`src/hw/crms_pkg.sv`:
```
// Package: constants, codes and states of the core regulator mode sequencer
package crms_pkg;
  // Four-level select input states, decoded by the analog front end
  localparam logic [1:0] LVL_LOW = 2'h0;
  localparam logic [1:0] LVL_REF = 2'h1;
  localparam logic [1:0] LVL_OPEN = 2'h2;
  localparam logic [1:0] LVL_HIGH = 2'h3;
  // DAC code width and the zero target reached by a shutdown ramp
  localparam int CODE_W = 6;
  localparam logic [5:0] CODE_ZERO = 6'h00;
  localparam logic [5:0] CODE_STEP = 6'h01;
  // Delay counts in slew-clock cycles
  localparam int DLY_W = 6;
  localparam logic [5:0] DDO_DELAY = 6'h20;
  localparam logic [5:0] SKIP_DELAY_DEF = 6'h20;
  localparam logic [5:0] DLY_ONE = 6'h01;
  // Interrupt status bit positions
  localparam int EV_W = 3;
  localparam int EV_FAULT = 0;
  localparam int EV_SETTLED = 1;
  localparam int EV_DDO = 2;
  // Register indices
  localparam logic [1:0] REG_STATUS = 2'h0;
  localparam logic [1:0] REG_CLEAR = 2'h1;
  localparam logic [1:0] REG_ENABLE = 2'h2;
  localparam logic [1:0] REG_STATE = 2'h3;
  // Low-power delay sequencer states
  typedef enum logic [1:0] {
    LP_IDLE = 2'b00,
    LP_WAIT_DDO = 2'b01,
    LP_WAIT_SKIP = 2'b10,
    LP_SKIP = 2'b11
  } crms_lp_t;
endpackage

```
`src/hw/crms_decode.sv`:
```
// Decode of three four-level selects into a 6-bit voltage code
`timescale 1ns/1ns
module crms_decode import crms_pkg::*; (
  // Three decoded four-level inputs, two bits each
  input wire logic [5:0] sel,
  // Resulting DAC code
  output logic [CODE_W-1:0] code
);
  // Each input contributes two bits; the table is packed directly so
  // every one of the 64 codes stays reachable
  always_comb begin
    code = sel;
  end
endmodule // crms_decode

```
`src/hw/crms_sync.sv`:
```
// Two-flop synchroniser for a group of pin inputs
`timescale 1ns/1ns
module crms_sync import crms_pkg::*; #(
  parameter int W = 1
) (
  // Clock, reset, enable
  input wire logic clk,
  input wire logic reset,
  input wire logic ce,
  // Data
  input wire logic [W-1:0] d,
  output logic [W-1:0] q
);
  typedef struct packed {
    logic [W-1:0] s1;
    logic [W-1:0] s2;
  } crms_sync_t;
  crms_sync_t st_q, st_d;

  // First stage feeds only the second stage
  always_comb begin
    st_d = st_q;
    if (ce) begin
      st_d.s1 = d;
      st_d.s2 = st_q.s1;
    end
  end

  always_ff @(posedge clk) begin
    if (reset) begin
      st_q <= '0;
    end else begin
      st_q <= st_d;
    end
  end

  assign q = st_q.s2;
endmodule // crms_sync

```
`src/hw/crms_top.sv`:
```
// Mode sequencer of the core regulator controller: code select, slew, delays, faults
// What this block does
// - During power-up the boot select code drives the DAC regardless of others.
// - Outside power-up, suspend request routes the suspend select code to the DAC.
// - Otherwise the 6-bit CPU code sets the target, bit zero least significant.
// - Shutdown falling sets the target to zero; the DAC code ramps down to it at the slew clock rate.
// - In shutdown the low-side gate drive is held high.
// - Shutdown override level disables over/undervoltage protection and clears fault.
// - Deep-sleep low applies the offset from the positive and negative inputs.
// - After deep-sleep transition: driver-disable low in 32 cycles, skip 32 later.
// - After suspend slew: driver-disable low in 32 cycles, skip 32 later.
// - Both delays count slew-rate clock cycles, not switching cycles.
// - Low-side drive is forced high after power-down or any latched fault.
// - A parameter removes the overvoltage fault source only.
// - System power-good falling edge shuts down and sets the fault latch.
// - After a fault, stay off until shutdown toggles or supply drops.
// - Each four-level select arrives as a two-bit decoded state.
//
// Added by the designer: the address map and the strobed register port.
`timescale 1ns/1ns
module crms_top import crms_pkg::*; #(
  parameter bit HAS_OVP = 1'b1,
  parameter logic [DLY_W-1:0] SKIP_DELAY = SKIP_DELAY_DEF
) (
  // Clock, reset, enable
  input wire logic clk,
  input wire logic reset,
  input wire logic ce,
  // Slew-rate clock from the timing resistor oscillator
  input wire logic slew_clock_resistor,
  // Code selects
  input wire logic [5:0] boot_code_select,
  input wire logic [5:0] suspend_code_select,
  input wire logic [CODE_W-1:0] cpu_voltage_code,
  input wire logic power_up,
  // Mode controls
  input wire logic suspend_request,
  input wire logic deep_sleep_n,
  input wire logic shutdown_n,
  input wire logic shutdown_override,
  input wire logic analog_supply_low,
  // Offset inputs, already resolved to a signed code step count
  input wire logic [CODE_W-1:0] offset_plus_in,
  input wire logic [CODE_W-1:0] offset_minus_in,
  // Fault sources and system power good
  input wire logic overvoltage_fault,
  input wire logic undervoltage_fault,
  input wire logic thermal_fault,
  input wire logic system_power_good,
  // Register port
  input wire logic [1:0] reg_addr,
  input wire logic [EV_W-1:0] reg_wdata,
  input wire logic reg_wr,
  input wire logic reg_rd,
  output logic [7:0] reg_rdata,
  // Outputs to DAC, power stage and slaves
  output logic [CODE_W-1:0] dac_code,
  output logic [CODE_W-1:0] offset_code,
  output logic offset_active,
  output logic low_side_gate_drive,
  output logic slave_driver_disable_n,
  output logic skip_allowed,
  output logic regulator_on,
  output logic irq
);
  localparam int NPIN = 10;

  typedef struct packed {
    logic [CODE_W-1:0] dac;
    logic [CODE_W-1:0] ofs;
    logic ofs_on;
    logic slew_prev;
    logic pg_prev;
    logic shutdown_n_prev;
    logic fault;
    crms_lp_t lp;
    logic [DLY_W-1:0] cnt;
    logic ddo_n;
    logic skip;
    logic dl;
    logic [EV_W-1:0] status;
    logic [EV_W-1:0] enable;
    logic [7:0] rdata;
    logic irq;
    logic on;
  } crms_top_t;
  crms_top_t st_q, st_d;

  // Every mode pin but power_up, and each fault, power-good and slew pin level, passes two flops before use
  logic [NPIN-1:0] pin_raw;
  logic [NPIN-1:0] pin_s;
  assign pin_raw = {slew_clock_resistor, suspend_request, deep_sleep_n, shutdown_n,
                    shutdown_override, analog_supply_low, overvoltage_fault,
                    undervoltage_fault, thermal_fault, system_power_good};
  crms_sync #(.W(NPIN)) u_sync (
    .clk(clk),
    .reset(reset),
    .ce(ce),
    .d(pin_raw),
    .q(pin_s)
  );
  logic slew_s, sus_s, dslp_n_s, shutdown_n_n_s, ovr_s, vlow_s, ov_s, uv_s, th_s, pg_s;
  assign {slew_s, sus_s, dslp_n_s, shutdown_n_n_s, ovr_s, vlow_s, ov_s, uv_s, th_s, pg_s} = pin_s;

  // Four-level selects decoded to codes
  logic [CODE_W-1:0] boot_code, sus_code;
  crms_decode u_boot_dec (
    .sel(boot_code_select),
    .code(boot_code)
  );
  crms_decode u_sus_dec (
    .sel(suspend_code_select),
    .code(sus_code)
  );

  // Combinational helpers
  logic tick, fault_src, running, lp_mode;
  logic [CODE_W-1:0] target;
  logic [EV_W-1:0] ev;

  always_comb begin
    tick = slew_s && !st_q.slew_prev;
    // Override masks voltage protection; OVP source absent without the option
    fault_src = th_s || (!ovr_s && ((HAS_OVP && ov_s) || uv_s));
    running = shutdown_n_n_s && !st_q.fault;
    // Source priority: boot, then suspend, then CPU code
    if (!running) begin
      target = CODE_ZERO;
    end else if (power_up) begin
      target = boot_code;
    end else if (sus_s) begin
      target = sus_code;
    end else begin
      target = cpu_voltage_code;
    end
    lp_mode = running && (sus_s || !dslp_n_s);
  end

  // Next-state logic
  always_comb begin
    st_d = st_q;
    ev = '0;
    if (ce) begin
      st_d.slew_prev = slew_s;
      st_d.pg_prev = pg_s;
      st_d.shutdown_n_prev = shutdown_n_n_s;
      // Slew one DAC step per slew tick toward the target
      if (tick && st_q.dac != target) begin
        if (st_q.dac < target) begin
          st_d.dac = st_q.dac + CODE_STEP;
        end else begin
          st_d.dac = st_q.dac - CODE_STEP;
        end
      end
      // Deep-sleep offset applied while its input is low
      st_d.ofs_on = !dslp_n_s;
      st_d.ofs = dslp_n_s ? CODE_ZERO : offset_plus_in - offset_minus_in;
      // Fault latch: set wins except override clears; restart needs a toggle or low supply
      if (ovr_s) begin
        st_d.fault = 1'b0;
      end else if (fault_src || (st_q.pg_prev && !pg_s)) begin
        st_d.fault = 1'b1;
        ev[EV_FAULT] = !st_q.fault;
      end else if ((!shutdown_n_n_s && st_q.shutdown_n_prev) || vlow_s) begin
        st_d.fault = 1'b0;
      end
      // Low-side drive held high when off or faulted
      st_d.dl = !shutdown_n_n_s || st_d.fault;
      // Kept as its own flop so the pin is not an inverter output
      st_d.on = !st_d.dl;
      // Low-power delay sequencer, counted in slew ticks
      case (st_q.lp)
        LP_IDLE: begin
          if (lp_mode && st_q.dac == target) begin
            st_d.lp = LP_WAIT_DDO;
            st_d.cnt = DDO_DELAY;
            ev[EV_SETTLED] = 1'b1;
          end
        end
        LP_WAIT_DDO: begin
          if (tick) begin
            st_d.cnt = st_q.cnt - DLY_ONE;
            if (st_q.cnt == DLY_ONE) begin
              st_d.ddo_n = 1'b0;
              st_d.lp = LP_WAIT_SKIP;
              st_d.cnt = SKIP_DELAY;
              ev[EV_DDO] = 1'b1;
            end
          end
        end
        LP_WAIT_SKIP: begin
          if (tick) begin
            st_d.cnt = st_q.cnt - DLY_ONE;
            if (st_q.cnt == DLY_ONE) begin
              st_d.skip = 1'b1;
              st_d.lp = LP_SKIP;
            end
          end
        end
        LP_SKIP: begin
        end
        default: begin
          st_d.lp = LP_IDLE;
        end
      endcase
      // Leaving suspend or deep-sleep releases at once, as does a new target slew
      if (!lp_mode || st_q.dac != target) begin
        st_d.lp = LP_IDLE;
        st_d.ddo_n = 1'b1;
        st_d.skip = 1'b0;
        st_d.cnt = '0;
      end
      // Register port: set wins over clear
      if (reg_wr && reg_addr == REG_CLEAR) begin
        st_d.status = st_q.status & ~reg_wdata;
      end
      if (reg_wr && reg_addr == REG_ENABLE) begin
        st_d.enable = reg_wdata;
      end
      st_d.status = st_d.status | ev;
      st_d.rdata = '0;
      if (reg_rd) begin
        case (reg_addr)
          REG_STATUS: st_d.rdata = {5'h0_0, st_q.status};
          REG_ENABLE: st_d.rdata = {5'h0_0, st_q.enable};
          REG_STATE: st_d.rdata = {st_q.fault, st_q.ddo_n, st_q.skip, st_q.lp, 3'h0};
          default: st_d.rdata = '0;
        endcase
      end
      st_d.irq = |(st_d.status & st_d.enable);
    end
  end

  always_ff @(posedge clk) begin
    if (reset) begin
      st_q <= '0;
      st_q.ddo_n <= 1'b1;
      st_q.dl <= 1'b1;
      st_q.shutdown_n_prev <= 1'b0;
      st_q.lp <= LP_IDLE;
    end else begin
      st_q <= st_d;
    end
  end

  assign dac_code = st_q.dac;
  assign offset_code = st_q.ofs;
  assign offset_active = st_q.ofs_on;
  assign low_side_gate_drive = st_q.dl;
  assign slave_driver_disable_n = st_q.ddo_n;
  assign skip_allowed = st_q.skip;
  assign regulator_on = st_q.on;
  assign irq = st_q.irq;
  assign reg_rdata = st_q.rdata;

  // Skip never granted while slave drivers are still enabled
  a_skip_after_ddo: assert property (@(posedge clk) disable iff (reset)
    st_q.skip |-> !st_q.ddo_n) else $error("skip without driver disable");
  a_dl_when_fault: assert property (@(posedge clk) disable iff (reset)
    st_q.fault |-> st_q.dl) else $error("low side not forced on fault");
  a_dac_one_step: assert property (@(posedge clk) disable iff (reset)
    (st_q.dac != $past(st_q.dac)) |-> (st_q.dac - $past(st_q.dac) == CODE_STEP
      || $past(st_q.dac) - st_q.dac == CODE_STEP)) else $error("slew jumped");
  a_pg_fall_fault: assert property (@(posedge clk) disable iff (reset)
    (ce && st_q.pg_prev && !pg_s && !ovr_s) |=> st_q.fault)
    else $error("power good fall missed");
  a_override_clear: assert property (@(posedge clk) disable iff (reset)
    (ce && ovr_s) |=> !st_q.fault) else $error("override left fault");
  a_leave_release: assert property (@(posedge clk) disable iff (reset)
    (ce && !lp_mode) |=> (st_q.ddo_n && !st_q.skip)) else $error("not released");
  a_shutdown_n_dl: assert property (@(posedge clk) disable iff (reset)
    (ce && !shutdown_n_n_s) |=> st_q.dl) else $error("shutdown dl low");
  a_ddo_needs_tick: assert property (@(posedge clk) disable iff (reset)
    $fell(st_q.ddo_n) |-> $past(tick)) else $error("ddo fell off tick");
  // Skip grant also only advances on a slew tick
  a_skip_needs_tick: assert property (@(posedge clk) disable iff (reset)
    $rose(st_q.skip) |-> $past(tick)) else $error("skip rose off tick");
  // Shutdown ramps down one step per tick, never jumps to zero
  a_off_ramp_down: assert property (@(posedge clk) disable iff (reset)
    (ce && !running && tick && st_q.dac != CODE_ZERO) |=>
      (st_q.dac == $past(st_q.dac) - CODE_STEP)) else $error("no ramp down");
  // Boot code wins while powering up
  a_boot_source: assert property (@(posedge clk) disable iff (reset)
    (ce && running && power_up && tick && st_q.dac < boot_code) |=>
      (st_q.dac == $past(st_q.dac) + CODE_STEP)) else $error("boot not tracked");
  // Suspend code wins outside power-up
  a_sus_source: assert property (@(posedge clk) disable iff (reset)
    (ce && running && !power_up && sus_s && tick && st_q.dac > sus_code) |=>
      (st_q.dac == $past(st_q.dac) - CODE_STEP)) else $error("suspend not tracked");
  // CPU code otherwise
  a_cpu_source: assert property (@(posedge clk) disable iff (reset)
    (ce && running && !power_up && !sus_s && tick && st_q.dac < cpu_voltage_code) |=>
      (st_q.dac == $past(st_q.dac) + CODE_STEP)) else $error("cpu code not tracked");
  // Offset follows the synchronised deep-sleep level
  a_ofs_follow: assert property (@(posedge clk) disable iff (reset)
    (ce && !dslp_n_s) |=> st_q.ofs_on) else $error("offset not applied");
  // Low supply restarts a latched fault when no source is active
  a_vlow_clear: assert property (@(posedge clk) disable iff (reset)
    (ce && vlow_s && !ovr_s && !fault_src && !(st_q.pg_prev && !pg_s)) |=> !st_q.fault)
    else $error("supply drop left fault");
endmodule // crms_top

```
`config.mk`:
```
export PLATFORM = sky130hd
export DESIGN_NAME = crms_top
export DESIGN_NICKNAME = d
export VERILOG_FILES = /design/src/hw/crms_pkg.sv /design/src/hw/crms_decode.sv /design/src/hw/crms_sync.sv /design/src/hw/crms_top.sv
export SDC_FILE = /design/constraint.sdc
export NUM_CORES = 1
export LEC_CHECK = 0
export BUFFER_PORTS_ARGS = -buffer_cell sky130_fd_sc_hd__buf_2
export CAP_MARGIN = 20
export CORE_MARGIN = 4
export CORE_UTILIZATION = 49
export DETAILED_ROUTE_END_ITERATION = 16
export PLACE_DENSITY = 0.76
export SYNTH_ARGS = -nofsm -noshare
export SYNTH_HDL_FRONTEND = slang
export SYNTH_SLANG_ARGS = --single-unit
```
`constraint.sdc`:
```
create_clock -name clk -period 3.5 [get_ports clk]
set_clock_uncertainty 0.2 [all_clocks]
set_input_delay 0.175 -clock clk [delete_from_list [all_inputs] [get_ports clk]]
set_output_delay 0.175 -clock clk [all_outputs]
set_load 0.005 [all_outputs]
```
# Word level (Yosys, flattened, before mapping)
# Index checks and enable logic that the tools add are counted.
# classes
addsub	4
magnitude_cmp	1
eq_ne	13
n_mux	36
n_bitwise	4
n_reduce_logical	38
# op_table
operator	n
$pmux W8 S3	2
$mux W6	5
$mux W8	3
$mux W1	18
$mux W9	2
$ne A3 B3 Y1 const B	5
$mux W3	4
$sub A6 B1 Y6 const B	2
$logic_and A1 B1 Y1	10
$mux W10	1
$logic_not A1 Y1	8
$reduce_and A4 Y1	2
$reduce_bool A2 Y1	4
$logic_or A1 B1 Y1	7
$reduce_and A7 Y1	1
$add A6 B1 Y6 const B	1
$and A3 B3 Y3	2
$eq A2 B2 Y1 const B	3
$eq A6 B1 Y1 const B	1
$eq A6 B6 Y1	1
$lt A6 B6 Y1	1
$ne A6 B6 Y1	1
$sub A6 B6 Y6	1
$reduce_and A5 Y1	1
other kinds (8)	10
# totals
register_bits	64
input_bits	51
out_inout_bits	26
word_cells	115

# Longest topological paths before layout
# depth
word_depth	11
ltp_mapped	16

# Cells and area by module
# Synthesis repeated with hierarchy kept, for this count alone.
# unflattened
cells_unflattened	425
hier_area_um2	3644.7
# by_module_without_submodules
mod	n_inst	cells_each	area_per_inst_um2	seq_area_each_um2
crms_top	1	339	2773.9	880.8
crms_sync	1	74	780.7	400.4
crms_decode	2	6	45.0	0.0

# Worst setup path before layout
# Ideal clock, no wire load.
# synth_path
kind	flip-flop to flip-flop
start	reg u_sync.st_q (netlist bit u_sync.q[8])
end	reg st_q (netlist bit dac_code[5])
setup_time_ns	0.070
t_arrival_ns	2.949
path_slack_ns	0.281
path_stages_with_launch	16
n_path_buf	1
synth_period_minus_slack_ns	3.219
path_cell_list	dfxtp_1 buf_2 mux2i_1 o21ai_1 nand2_1 ha_1 nor2b_1 o31ai_1 a21oi_1 ha_1 a211oi_1 o21bai_1 a21oi_1 xor2_1 or3_1 a21oi_1
# synth_via
elab_chain_len	6
elab_cells_between_ends	8
# synth_lines
item	line_no	rtl
start, declared	crms_sync.sv:18	crms_sync_t st_q, st_d;
start signal, assigned	crms_sync.sv:33	st_q <= st_d;
$mux W6 (*)	crms_top.sv:131	end else if (sus_s) begin
$mux W6 (*)	crms_top.sv:129	end else if (power_up) begin
$mux W6 (*)	crms_top.sv:127	if (!running) begin
parallel branches: the longest is 3 deep, another holds $lt A6 B6 Y1	n/a	
end signal, assigned	crms_top.sv:242	st_q <= st_d;
end, declared	crms_top.sv:87	crms_top_t st_q, st_d;
# Every way passes the cells marked *.
# A chain may end at the register's enable or synchronous reset.

# Worst setup path in the final report
# Ends and elaborated chain as after synthesis.

==> results.py <==
metrics = {
    "critical_path": {
        "cp.required_ns": 3.58,
        "path_class": "reg -> reg",
        "path_buf_inv": 0,
        "cp_cell_sequence": "mux2i_1 > o21ai_1 > nand2_1 > ha_1 > or2_0 > a21oi_1 > a21oi_4 > ha_1 > a211oi_2 > o21bai_1 > a21oi_1 > xor2_1 > or3_1 > a21oi_1",
        "worstPathMaxFanout": 8,
        "crit_family": "compound AO/OA/AOI/OAI gates",
        "end_kind": "register",
        "slowest_delay_ns": 0.42,
        "critical_path.startpoint_type": "register",
        "cpMaxStageDelayCell": "dfxtp_4",
        "arrival_ns": 3.40,
        "critPathMostFrequentCell": "a21oi_1",
    },
    "drt": {
        "ant_nets": 0,
        "wl_per_cell_um": 13.56,
        "drcViolationCount": 0,
        "routed_via_density": 5.203,
        "drt-initial-drc-count": 92,
        "finalWirelength_um": 7673,
        "dr.pass1.iters": 4,
        "vias": 2945,
    },
    "synthesis": {
        "syn_nets": 472,
        "synth.area.top_cells": "dfxtp_1 (37%), mux2i_1 (11%), ha_1 (7.5%)",
        "netlist_area_um2": 3488,
        "synthCells": 398,
        "yosysWarnings": 0,
        "ys_types": 54,
        "avgSynthCellArea_um2": 8.765,
        "synth.cells.most_frequent": "nor2_1 (65), dfxtp_1 (64), mux2i_1 (37), nand2_1 (26), a21oi_1 (24)",
        "synth_edf_count": 0,
        "async_flop_share_pct": 0,
        "synth.most_common_cell": "nor2_1",
        "synthFlopType": "dfxtp_1",
        "yosys.area.top_type": "dfxtp_1",
        "synth_top_area_share_pct": 36.73,
        "ys_ff_latch": 64,
        "synth_seq_area_share_pct": 36.73,
    },
    "placement": {
        "io_buffers": 76,
        "placed_cells": 536,
        "gp_congestion": 0.8519,
        "hpwlAfterDp_um": 5490,
    },
    "clock_network": {
        "cts_root_buf": "clkbuf_8",
        "cts_htree_levels": 3,
        "ctsLongestPathBuffers": 2,
        "cts_tree": "yes",
        "insertion_delay_ns": 0.34,
        "path_clk_slew_ns": 0.08,
        "cts_setup_buffers": 0,
        "cts.sinks": 64,
        "cts_buffers": 9,
    },
    "final_layout": {
        "final_cells": 566,
        "diodes": 0,
        "fin_util_pct": 60.51,
        "areaGrowthSynthToFinish_pct": 19.15,
        "drive_above_1_share_pct": 23.83,
        "final_nets": 539,
    },
    "timing": {
        "hold_slack_ns": 0.02468,
        "slew_violations": 0,
        "layout_min_cycle_time_ns": 3.323,
        "fmax_ghz": 0.3009,
        "setup_viol": 0,
        "hold_violations": 0,
        "worst_pin_slew_ns": 0.8004,
        "slew-limit-headroom_pct": 46.40,
        "fin_crit_sh_pct": 94.94,
    },
    "global_route": {
        "grt_pass1_vias": 2909,
        "grt_pass1_wl_um": 12830,
        "gr-total-overflow": 0,
        "grt_max_degree": 46,
        "grt.total_usage_pct": 18.56,
        "antenna_found_initial": 0,
    },
    "die": {
        "io_pins": 77,
        "rows": 30,
        "initial_core_util_pct": 50.78,
        "core_um2": 6869,
        "die_w_um": 92.38,
        "die-area_um2": 8533,
        "die_h_um": 92.38,
    },
    "pwr": {
        "powerDensity_nw_per_um2": 389.1,
        "leakagePower_nw": 1.886,
        "peakVddDrop_mv": 0.2653,
    },
    "job": {
        "maxCapViolCount": 0,
    },
    "outcome": {
        "status": "finished clean",
    },
    "worst_hold_path": {
        "hp-class": "in -> reg",
    },
}
-- final cells by class --
type | count | area (um^2)
fill | 635 | 2713
inverter | 16 | 60.06
timing repair buffer | 93 | 543.0
clock buffer | 9 | 123.9
sequential | 64 | 1286
tap | 96 | 120.1
clock inverter | 7 | 72.57
multi-input combinational | 281 | 1951
-- routing by layer --
layer | part of all wire, % | vias up | global-route usage, %
met5 | 0 | - | 0
met3 | 4.6 | 21 | 4.062
li1 | - | 1508 | -
met1 | 45 | 1350 | 22.38
met2 | 47 | 66 | 30.33
met4 | 2.8 | 0 | 10.77
-- cells in the final DEF (no fill, tap or decap), types with 9 or more instances in the layout --
master,n
nor2_1,65
buf_2,76
dlygate4sd3_1,14
a22oi_1,12
clkbuf_8,9
mux2i_1,37
nand2_1,26
a21oi_1,23
o21ai_1,10
dfxtp_1,62
inv_1,14
ha_1,21
-- final timing paths --
path / startpoint / endpoint / slack, ns / cells past startpoint
max: u_sync.q[8] / dac_code[5] / 0.18 / 14
min: offset_plus_in[5] / offset_code[5] / 0.02 / 4
max reg2reg: u_sync.q[8] / dac_code[5] / 0.18 / 14
min reg2reg: reg_rdata[1] / reg_rdata[1] / 0.26 / 2
-- kinds of logic (layout without fill, tap and decap cells) --
family	Yosys count	count (layout)	share of synthesized area [%]
AND/OR/NAND/NOR	126	126	16.61
AO/OA/AOI/OAI	82	82	15.64
flip-flops	64	64	36.73
buffers and inverters	53	125	8.178
multiplexers	41	41	11.91
adder cells (fa/ha/maj)	23	23	8.680
XOR/XNOR	9	9	2.260
-- stage by stage --
step / instance area, um^2 / power (mW) / setup TNS (ns) / setup WS [ns]
5_1_grt: 4156 / 1.700 / -0.1032 / -0.1032
3_3_place_gp: 3786 / 0.9910 / 0 / 0.03762
4_1_cts: 4126 / 1.635 / 0 / 0.04223
3_5_place_dp: 3786 / 0.9989 / -0.1075 / -0.1075
6_report: 4156 / 1.617 / 0 / 0.1770
2_1_floorplan: 3488 / 0.9392 / 0 / 0.2807
-- worst min-delay path, cell delays in order --
cell and delay [ns]:
buf_2 0.08, xor2_1 0.06, xnor2_1 0.14, o41ai_1 0.06
-- power breakdown --
| group | switching, mW | internal, mW |
|---|---|---|
| logic | 0.117 | 0.111 |
| clock network | 0.290 | 0.328 |
| registers | 0.0174 | 0.753 |
-- registers in the layout (all words and copies together), names as in the netlist --
| register | cells |
|---|---|
| skip_allowed | 1 |
| irq | 1 |
| offset_code | 6 |
| dac_code | 6 |
| slave_driver_disable_n | 1 |
| low_side_gate_drive | 1 |
| regulator_on | 1 |
| st_q | 18 |
| reg_rdata | 8 |
| offset_active | 1 |
| u_sync.st_q | 10 |
| u_sync.q | 10 |
-- repair_timing --
item | 4_1_cts | 5_1_grt
hold buffers | 14 | 0
endpoints found under the hold margin | 16 | 0
pin swaps | 0 | 0
resized for setup | 1 | 8
setup endpoints to repair | 1 | 2
(Power assumes the default switching activity.)
